**src/include/icu_defines.vh**
```
// Constants of the input capture unit: register offsets, field positions,
// mode codes and reset values.
// Assumes a 32-bit APB slave with one register per aligned word.
`ifndef ICU_DEFINES_VH
`define ICU_DEFINES_VH

// ------------------------------------------------------------------------
// Register byte offsets
// ------------------------------------------------------------------------
`define ICU_OFS_CTRL 12'h000
`define ICU_OFS_BUF 12'h004
`define ICU_OFS_IRQ_STAT 12'h008
`define ICU_OFS_IRQ_MASK 12'h00C
`define ICU_OFS_PWR 12'h010

// ------------------------------------------------------------------------
// Control register fields
// ------------------------------------------------------------------------
`define ICU_BIT_IDLE_STOP 13
`define ICU_BIT_TMR_SEL 7
`define ICU_BIT_CPI_HI 6
`define ICU_BIT_CPI_LO 5
`define ICU_BIT_OVF 4
`define ICU_BIT_BNE 3
`define ICU_BIT_MODE_HI 2
`define ICU_BIT_MODE_LO 0

// ------------------------------------------------------------------------
// Mode codes
// ------------------------------------------------------------------------
`define ICU_MODE_OFF 3'h0
`define ICU_MODE_BOTH 3'h1
`define ICU_MODE_FALL 3'h2
`define ICU_MODE_RISE 3'h3
`define ICU_MODE_RISE4 3'h4
`define ICU_MODE_RISE16 3'h5
`define ICU_MODE_UNUSED 3'h6
`define ICU_MODE_WAKE 3'h7

// ------------------------------------------------------------------------
// Interrupt status bits, reset values, counts
// ------------------------------------------------------------------------
`define ICU_IRQ_CAP 0
`define ICU_IRQ_OVF 1
`define ICU_IRQ_WAKE 2
`define ICU_CTRL_RST 16'h0000
`define ICU_IRQ_RST 3'h0
`define ICU_PRE4_LAST 4'h3
`define ICU_PRE16_LAST 4'hF
`define ICU_PMD_DELAY 2'h1

`endif

```
**src/hdl/icu_top.v**
```verilog
// Input capture unit: APB register slave, pin synchroniser, edge detector,
// prescaler, four-entry capture buffer, interrupt status and mask.
// Assumes timer counts and power-state levels are synchronous to CLK_SYS_I.
`timescale 1ns/1ps
`include "icu_defines.vh"
`default_nettype none

module icu_top #(
   parameter TMR_W = 16,
   parameter DEPTH = 4,
   parameter PTR_W = 2
)
(
   // Clock and reset.
   input wire CLK_SYS_I,
   input wire RST_N_I,
   // APB slave.
   input wire PSEL_I,
   input wire PENABLE_I,
   input wire PWRITE_I,
   input wire [11:0] PADDR_I,
   input wire [31:0] PWDATA_I,
   output reg [31:0] PRDATA_O,
   output reg PREADY_O,
   output reg PSLVERR_O,
   // Capture pin, timers and power state.
   input wire CAP_PIN_I,
   input wire [TMR_W-1:0] SECOND_TIMER_COUNT_I,
   input wire [TMR_W-1:0] THIRD_TIMER_COUNT_I,
   input wire CPU_IDLE_I,
   input wire CPU_SLEEP_I,
   // Interrupt and wake.
   output reg IRQ_O,
   output reg WAKE_O
);

   // ---------------------------------------------------------------------
   // Functions
   // ---------------------------------------------------------------------
   // Pointer increment wrapping at the buffer depth.
   function [PTR_W-1:0] ptr_inc;
      input [PTR_W-1:0] p;
      begin
         ptr_inc = p + {{(PTR_W-1){1'b0}}, 1'b1};
      end
   endfunction

   // ---------------------------------------------------------------------
   // State
   // ---------------------------------------------------------------------
   reg idle_stop_select;
   reg timer_source_select;
   reg [1:0] captures_per_interrupt;
   reg [2:0] capture_mode_select;
   reg capture_overflow_flag;
   reg module_clock_disable;
   reg [1:0] pmd_pipe;
   reg [2:0] irq_stat;
   reg [2:0] irq_mask;
   reg pin_s1;
   reg pin_s2;
   reg pin_d;
   reg [3:0] pre_cnt;
   reg [1:0] cpi_cnt;
   reg [TMR_W-1:0] fifo [0:DEPTH-1];
   reg [PTR_W-1:0] wr_ptr;
   reg [PTR_W-1:0] rd_ptr;
   reg [PTR_W:0] fill;
   // Set when a buffer read returned a real entry, so only that read pops.
   reg buf_rd_ok;

   // ---------------------------------------------------------------------
   // Decodes
   // ---------------------------------------------------------------------
   wire apb_acc = PSEL_I & PENABLE_I & PREADY_O;
   wire apb_wr = apb_acc & PWRITE_I;
   wire apb_rd = apb_acc & ~PWRITE_I;
   // The unit is gated from the delayed copy of the disable bit.
   wire unit_off = pmd_pipe[1];
   wire wr_ctrl = apb_wr & ~unit_off & (PADDR_I == `ICU_OFS_CTRL);
   // A capture landing between the data cycle and the ready edge must not be popped unread.
   wire rd_buf = apb_rd & buf_rd_ok & (PADDR_I == `ICU_OFS_BUF);
   wire halted = unit_off | (idle_stop_select & CPU_IDLE_I);
   wire rise = pin_s2 & ~pin_d;
   wire fall = ~pin_s2 & pin_d;
   wire buf_empty = (fill == {(PTR_W+1){1'b0}});
   wire buf_full = (fill == DEPTH[PTR_W:0]);

   // Edge selection by mode; off, unused and wake modes never capture.
   reg edge_hit;
   reg pre_wrap;
   always @*
   begin
      edge_hit = 1'b0;
      pre_wrap = 1'b0;
      case (capture_mode_select)
         `ICU_MODE_BOTH: edge_hit = rise | fall;
         `ICU_MODE_FALL: edge_hit = fall;
         `ICU_MODE_RISE: edge_hit = rise;
         `ICU_MODE_RISE4:
         begin
            edge_hit = rise;
            pre_wrap = (pre_cnt == `ICU_PRE4_LAST);
         end
         `ICU_MODE_RISE16:
         begin
            edge_hit = rise;
            pre_wrap = (pre_cnt == `ICU_PRE16_LAST);
         end
         default:
         begin
            edge_hit = 1'b0;
            pre_wrap = 1'b0;
         end
      endcase
   end

   wire use_pre = (capture_mode_select == `ICU_MODE_RISE4) |
                  (capture_mode_select == `ICU_MODE_RISE16);
   wire cap_evt = ~halted & edge_hit & (~use_pre | pre_wrap);
   wire cap_ovf = cap_evt & buf_full & ~rd_buf;
   wire cap_push = cap_evt & ~cap_ovf;
   wire cap_pop = rd_buf & ~buf_empty;
   wire cpi_hit = (capture_mode_select == `ICU_MODE_BOTH) |
                  (cpi_cnt == captures_per_interrupt);
   // Wake source: rising edge only, only in Sleep or Idle, other bits ignored.
   wire wake_evt = ~unit_off & (capture_mode_select == `ICU_MODE_WAKE) &
                   rise & (CPU_SLEEP_I | CPU_IDLE_I);
   wire [2:0] irq_set = {wake_evt, cap_ovf, cap_evt & cpi_hit};
   wire [TMR_W-1:0] cap_val = timer_source_select ? SECOND_TIMER_COUNT_I :
                              THIRD_TIMER_COUNT_I;

   // ---------------------------------------------------------------------
   // Pin synchroniser and edge history
   // ---------------------------------------------------------------------
   // The first stage feeds only the second; edges are seen on stage two.
   always @(posedge CLK_SYS_I)
   begin
      if (!RST_N_I)
      begin
         pin_s1 <= 1'b0;
         pin_s2 <= 1'b0;
         pin_d <= 1'b0;
      end
      else
      begin
         pin_s1 <= CAP_PIN_I;
         pin_s2 <= pin_s1;
         pin_d <= pin_s2;
      end
   end

   // ---------------------------------------------------------------------
   // Control register and clock-disable bit
   // ---------------------------------------------------------------------
   // The disable bit is always writable, else the unit could never return.
   always @(posedge CLK_SYS_I)
   begin
      if (!RST_N_I)
      begin
         idle_stop_select <= 1'b0;
         timer_source_select <= 1'b0;
         captures_per_interrupt <= 2'h0;
         capture_mode_select <= `ICU_MODE_OFF;
         module_clock_disable <= 1'b0;
         pmd_pipe <= 2'h0;
      end
      else
      begin
         pmd_pipe <= {pmd_pipe[0], module_clock_disable};
         if (apb_wr && PADDR_I == `ICU_OFS_PWR)
            module_clock_disable <= PWDATA_I[0];
         if (wr_ctrl)
         begin
            idle_stop_select <= PWDATA_I[`ICU_BIT_IDLE_STOP];
            timer_source_select <= PWDATA_I[`ICU_BIT_TMR_SEL];
            captures_per_interrupt <= PWDATA_I[`ICU_BIT_CPI_HI:`ICU_BIT_CPI_LO];
            capture_mode_select <= PWDATA_I[`ICU_BIT_MODE_HI:`ICU_BIT_MODE_LO];
         end
      end
   end

   // ---------------------------------------------------------------------
   // Prescaler and captures-per-interrupt counter
   // ---------------------------------------------------------------------
   // Both restart on any control write taken while enabled so a new mode starts clean.
   always @(posedge CLK_SYS_I)
   begin
      if (!RST_N_I)
      begin
         pre_cnt <= 4'h0;
         cpi_cnt <= 2'h0;
      end
      else if (wr_ctrl)
      begin
         pre_cnt <= 4'h0;
         cpi_cnt <= 2'h0;
      end
      else
      begin
         if (~halted && use_pre && rise)
            pre_cnt <= pre_wrap ? 4'h0 : pre_cnt + 4'h1;
         if (cap_evt)
            cpi_cnt <= cpi_hit ? 2'h0 : cpi_cnt + 2'h1;
      end
   end

   // ---------------------------------------------------------------------
   // Capture buffer
   // ---------------------------------------------------------------------
   // A full buffer keeps its old entries; the newest capture is lost.
   always @(posedge CLK_SYS_I)
   begin
      if (cap_push)
         fifo[wr_ptr] <= cap_val;
   end

   always @(posedge CLK_SYS_I)
   begin
      if (!RST_N_I)
      begin
         wr_ptr <= {PTR_W{1'b0}};
         rd_ptr <= {PTR_W{1'b0}};
         fill <= {(PTR_W+1){1'b0}};
         capture_overflow_flag <= 1'b0;
      end
      else
      begin
         if (cap_push)
            wr_ptr <= ptr_inc(wr_ptr);
         if (cap_pop)
            rd_ptr <= ptr_inc(rd_ptr);
         if (cap_push && !cap_pop)
            fill <= fill + {{PTR_W{1'b0}}, 1'b1};
         else if (cap_pop && !cap_push)
            fill <= fill - {{PTR_W{1'b0}}, 1'b1};
         // Set wins; the flag clears by hardware once the buffer drains.
         if (cap_ovf)
            capture_overflow_flag <= 1'b1;
         else if (cap_pop && fill == {{PTR_W{1'b0}}, 1'b1})
            capture_overflow_flag <= 1'b0;
      end
   end

   // ---------------------------------------------------------------------
   // Interrupt status, mask and outputs
   // ---------------------------------------------------------------------
   // Write-one-to-clear; a same-cycle event keeps its bit set.
   always @(posedge CLK_SYS_I)
   begin
      if (!RST_N_I)
      begin
         irq_stat <= `ICU_IRQ_RST;
         irq_mask <= `ICU_IRQ_RST;
         IRQ_O <= 1'b0;
         WAKE_O <= 1'b0;
      end
      else
      begin
         if (apb_wr && !unit_off && PADDR_I == `ICU_OFS_IRQ_STAT)
            irq_stat <= (irq_stat & ~PWDATA_I[2:0]) | irq_set;
         else
            irq_stat <= irq_stat | irq_set;
         if (apb_wr && !unit_off && PADDR_I == `ICU_OFS_IRQ_MASK)
            irq_mask <= PWDATA_I[2:0];
         IRQ_O <= |(irq_stat & irq_mask);
         WAKE_O <= |(irq_stat & irq_mask) & (CPU_IDLE_I | CPU_SLEEP_I);
      end
   end

   // ---------------------------------------------------------------------
   // APB answer
   // ---------------------------------------------------------------------
   // One wait state: PREADY rises in the second access cycle, then drops.
   // While disabled, unit registers other than the power register read as zero (their value is invalid).
   always @(posedge CLK_SYS_I)
   begin
      if (!RST_N_I)
      begin
         PREADY_O <= 1'b0;
         PRDATA_O <= 32'h0000_0000;
         PSLVERR_O <= 1'b0;
         buf_rd_ok <= 1'b0;
      end
      else
      begin
         PREADY_O <= PSEL_I & PENABLE_I & ~PREADY_O;
         PSLVERR_O <= 1'b0;
         PRDATA_O <= 32'h0000_0000;
         buf_rd_ok <= 1'b0;
         if (PSEL_I && PENABLE_I && !PREADY_O)
         begin
            case (PADDR_I)
               `ICU_OFS_CTRL:
                  if (!unit_off)
                     PRDATA_O <= {18'h0, idle_stop_select, 5'h0,
                                  timer_source_select, captures_per_interrupt,
                                  capture_overflow_flag, ~buf_empty,
                                  capture_mode_select};
               `ICU_OFS_BUF:
                  if (!unit_off && !buf_empty)
                  begin
                     PRDATA_O <= {{(32-TMR_W){1'b0}}, fifo[rd_ptr]};
                     buf_rd_ok <= 1'b1;
                  end
               `ICU_OFS_IRQ_STAT:
                  if (!unit_off)
                     PRDATA_O <= {29'h0, irq_stat};
               `ICU_OFS_IRQ_MASK:
                  if (!unit_off)
                     PRDATA_O <= {29'h0, irq_mask};
               `ICU_OFS_PWR:
                  PRDATA_O <= {31'h0, module_clock_disable};
               default:
                  PSLVERR_O <= 1'b1;
            endcase
         end
      end
   end

endmodule

`default_nettype wire

```
**config.mk**
```make
export PLATFORM = sky130hd
export DESIGN_NAME = icu_top
export DESIGN_NICKNAME = d
export VERILOG_FILES = /design/src/hdl/icu_top.v
export VERILOG_INCLUDE_DIRS = /design/src /design/src/include
export SDC_FILE = /design/constraint.sdc
export NUM_CORES = 1
export LEC_CHECK = 0
export BUFFER_PORTS_ARGS = -buffer_cell sky130_fd_sc_hd__buf_2
export CAP_MARGIN = 20
export CORE_MARGIN = 2
export CORE_UTILIZATION = 58
export CTS_BUF_LIST = sky130_fd_sc_hd__clkbuf_16
export DETAILED_ROUTE_END_ITERATION = 7
export PLACE_DENSITY = 0.84
export REMOVE_ABC_BUFFERS = 1
export SETUP_SLACK_MARGIN = 0.2
export SLEW_MARGIN = 20
export SYNTH_ARGS = -nofsm -noshare
export SYNTH_HDL_FRONTEND = slang
export SYNTH_SLANG_ARGS = --single-unit
```
**constraint.sdc**
```tcl
create_clock -name CLK_SYS_I -period 4.3 [get_ports CLK_SYS_I]
set_clock_uncertainty 0.1 [all_clocks]
set_input_delay 0.43 -clock CLK_SYS_I [delete_from_list [all_inputs] [get_ports CLK_SYS_I]]
set_output_delay 0.43 -clock CLK_SYS_I [all_outputs]
set_load 0.05 [all_outputs]
```
==> results.json <==
{
  "cp_data_required_time_ns": 4.23,
  "die-area_sq_um": 9633,
  "drv_slew": 0,
  "postCtsHoldBufs": 0,
  "grt_pass1_wl_microns": 16670,
  "min_to": "pin_s1",
  "ant_nets": 0,
  "worstHoldPathType": "in -> reg",
  "root_buffer": "clkbuf_16",
  "ys_async_sr_fraction": 0,
  "via_per_inst": 5.913,
  "place_congestion": 0.8771,
  "comb_power_share": 0.035,
  "startpoint": "pin_s2",
  "path_delay_family": "simple AND/OR/NAND/NOR gates",
  "slew_headroom": 0.4026,
  "drc": 0,
  "worst_skew_pair.late_latency_ns": 0.41,
  "status": "completed",
  "vias": 3524,
  "clk_pin_slew_ns": 0.06,
  "final_nets": 571,
  "drv_cap": 0,
  "avgSynthCellArea_sq_um": 12.98,
  "setup_tns_ns": 0,
  "drt_pre_antenna_iters": 5,
  "layout-drive-gt1-share": 0.3053,
  "initial_core_util": 0.5924,
  "critical_path_cell_count": 7,
  "r2r_start": "pin_s2",
  "path_buf_inv": 1,
  "start_kind": "flip-flop",
  "synth_flop_cell": "edfxtp_1",
  "grt_overflow": 0,
  "yosysTopAreaCellShare": 0.3738,
  "synth_edf_count": 64,
  "dp_cells": 564,
  "instances_no_fill": 596,
  "synth-seq-cells": 120,
  "seq_area_frac_synth": 0.5919,
  "synth_most_common_cell": "edfxtp_1",
  "arrival_ns": 3.02,
  "p_int_w": 0.002177,
  "synth_area_leader_cell": "edfxtp_1",
  "hold_viol": 0,
  "power_frac_clock": 0.535,
  "totalWireLength_microns": 10760,
  "swShare": 0.2250,
  "synth_common_cells": "edfxtp_1, dfxtp_1, nor2_1, nand2_1, buf_4",
  "hold_start": "CAP_PIN_I",
  "finalCriticalPeriod_ns": 3.089,
  "crit_slowest_cell": "and2_1",
  "holdWs_ns": 0.1373,
  "fp.dieH_microns": 98.15,
  "htree_levels": 4,
  "ys_top_cells_by_area": "edfxtp_1, dfxtp_1, mux4_2",
  "rows": 34,
  "timing.rr.end": "fifo[3][7]",
  "seqPwrFrac": 0.430,
  "worst_pin_slew_ns": 0.8962,
  "clockBufferDepth": 2,
  "port_buffers": 78,
  "post_cts_resized": 0,
  "cts.sinks": 120,
  "die_w_microns": 98.15,
  "path_max_fanout": 16,
  "synth.distinct_cells": 56,
  "num_antenna_cells": 0,
  "p_leak_nw": 2.381,
  "critPathKind": "reg -> reg",
  "rsz0062_at_grt": "false",
  "p_sw_w": 0.0006322,
  "rrSetupSlack_ns": 1.21,
  "postCtsSetupBuffers": 0,
  "synth_area_sq_um": 5141,
  "grt_max_degree": 21,
  "max-vdd-ir-drop_uv": 375.4,
  "cts_tree": "done",
  "place_ws_ns": 0.9988,
  "num_io_pins": 120,
  "hold_depth": 2,
  "ys.warnings.count": 0,
  "power_density_nw_per_um2": 455.8,
  "grt_pass1_vias": 3444,
  "cp-end-kind": "flip-flop",
  "drt_iter0_markers": 192,
  "crit_chain": "inv_1 > ha_1 > nor2b_1 > nor4b_1 > o21ai_1 > nor3_4 > and2_1",
  "cts-buffers-inserted": 17,
  "core_region_area_sq_um": 8678,
  "wl_per_cell_microns": 18.05,
  "fin_crit_sh": 0.7184,
  "antenna_found_initial": 0,
  "postLayoutSetupSlackWorst_ns": 1.211,
  "synthCells": 396,
  "area_growth_pct": 19.88,
  "fmax_mhz": 323.7,
  "finalSetupViolCount": 0,
  "hpwl_microns": 6718,
  "track_usage": 0.2272,
  "total_power_w": 0.002809,
  "max_stage_delay_ns": 0.78,
  "r2r_cells": 7
}
-- metrics by stage --
step	cell area [sq um]	util
after floorplan	5005	-
after global placement	5530	0.6373
after detailed placement	5532	0.6374
after CTS	6163	0.7102
after global routing	6163	0.7102
final	6163	0.7102
-- power by group through the flow --
stage                     logic (W)  registers (W)  clock network, W
after floorplan           0.0000522        0.00123                 0
after global placement    0.0000929        0.00123                 0
after detailed placement  0.0000956        0.00123                 0
after CTS                 0.0000972        0.00121           0.00151
after global routing       0.000104        0.00121           0.00156
final                     0.0000977        0.00121           0.00150
-- cell usage in the layout, fill, tap and decap left out, drive strengths merged, types with 4 or more instances in the layout --
master  instances
mux2i          11
a21oi          16
clkbuf         17
mux2           16
nor2b           4
xor2            7
nand3          16
ha             12
o21ai           5
conb           16
buf            78
and3           10
nand2          21
mux4           16
a22oi           6
dfxtp          56
nor3            6
nor2           29
edfxtp         64
inv            21
nand4           6
o21a            5
and2            9
-- worst max path at each step --
stage / end / slack (ns)
finish: fifo[3][7] / 1.21
global route: fifo[2][9] / 1.05
CTS: fifo[3][3] / 1.25
detailed placement: fifo[3][6] / 1.0
global placement: fifo[3][13] / 1.02
floorplan: fill[2] / 1.60
-- worst reg2reg max path: stages (launching register included) --
cell	delay, ns
dfxtp_1	0.33
inv_1	0.06
ha_1	0.29
nor2b_1	0.14
nor4b_1	0.35
o21ai_1	0.24
nor3_4	0.41
and2_1	0.79
-- layout make-up --
type,instances,area (sq um)
fill,580,2515
multi-input combinational,246,1917
timing repair buffer,78,390.4
tap,108,135.1
clock buffer,17,425.4
inverter,12,45.04
clock inverter,15,206.4
sequential,120,3044
-- sequential cells by signal, indices dropped and copies added, names as in the netlist, 2 cells and up, named ones only --
signal                  count
PRDATA_O                   16
capture_mode_select         3
pmd_pipe                    2
irq_mask                    3
cpi_cnt                     2
fifo                       64
irq_stat                    3
rd_ptr                      2
wr_ptr                      2
captures_per_interrupt      2
pre_cnt                     4
fill                        3
-- cells by family (layout without fill, tap and decap cells) --
logic type | after synthesis | in the layout | share of synthesized area
simple gates | 121 | 121 | 0.1324
flops | 120 | 120 | 0.5919
compound gates | 45 | 45 | 0.05768
buf+inv | 45 | 122 | 0.04624
mux | 43 | 43 | 0.1266
fa+ha+maj | 12 | 12 | 0.02920
xor+xnor | 9 | 9 | 0.01533
other cells | 1 | 16 | 0.0007294
-- routing by layer --
layer  GRT usage  vias to the layer above  share of wire
li1            -                     1597              -
met1      0.2775                     1714           0.40
met2      0.3836                      189           0.50
met3     0.05512                       24          0.079
met4      0.1054                        0          0.023
met5           0                        -              0
Power figures use the tool's default switching activity.
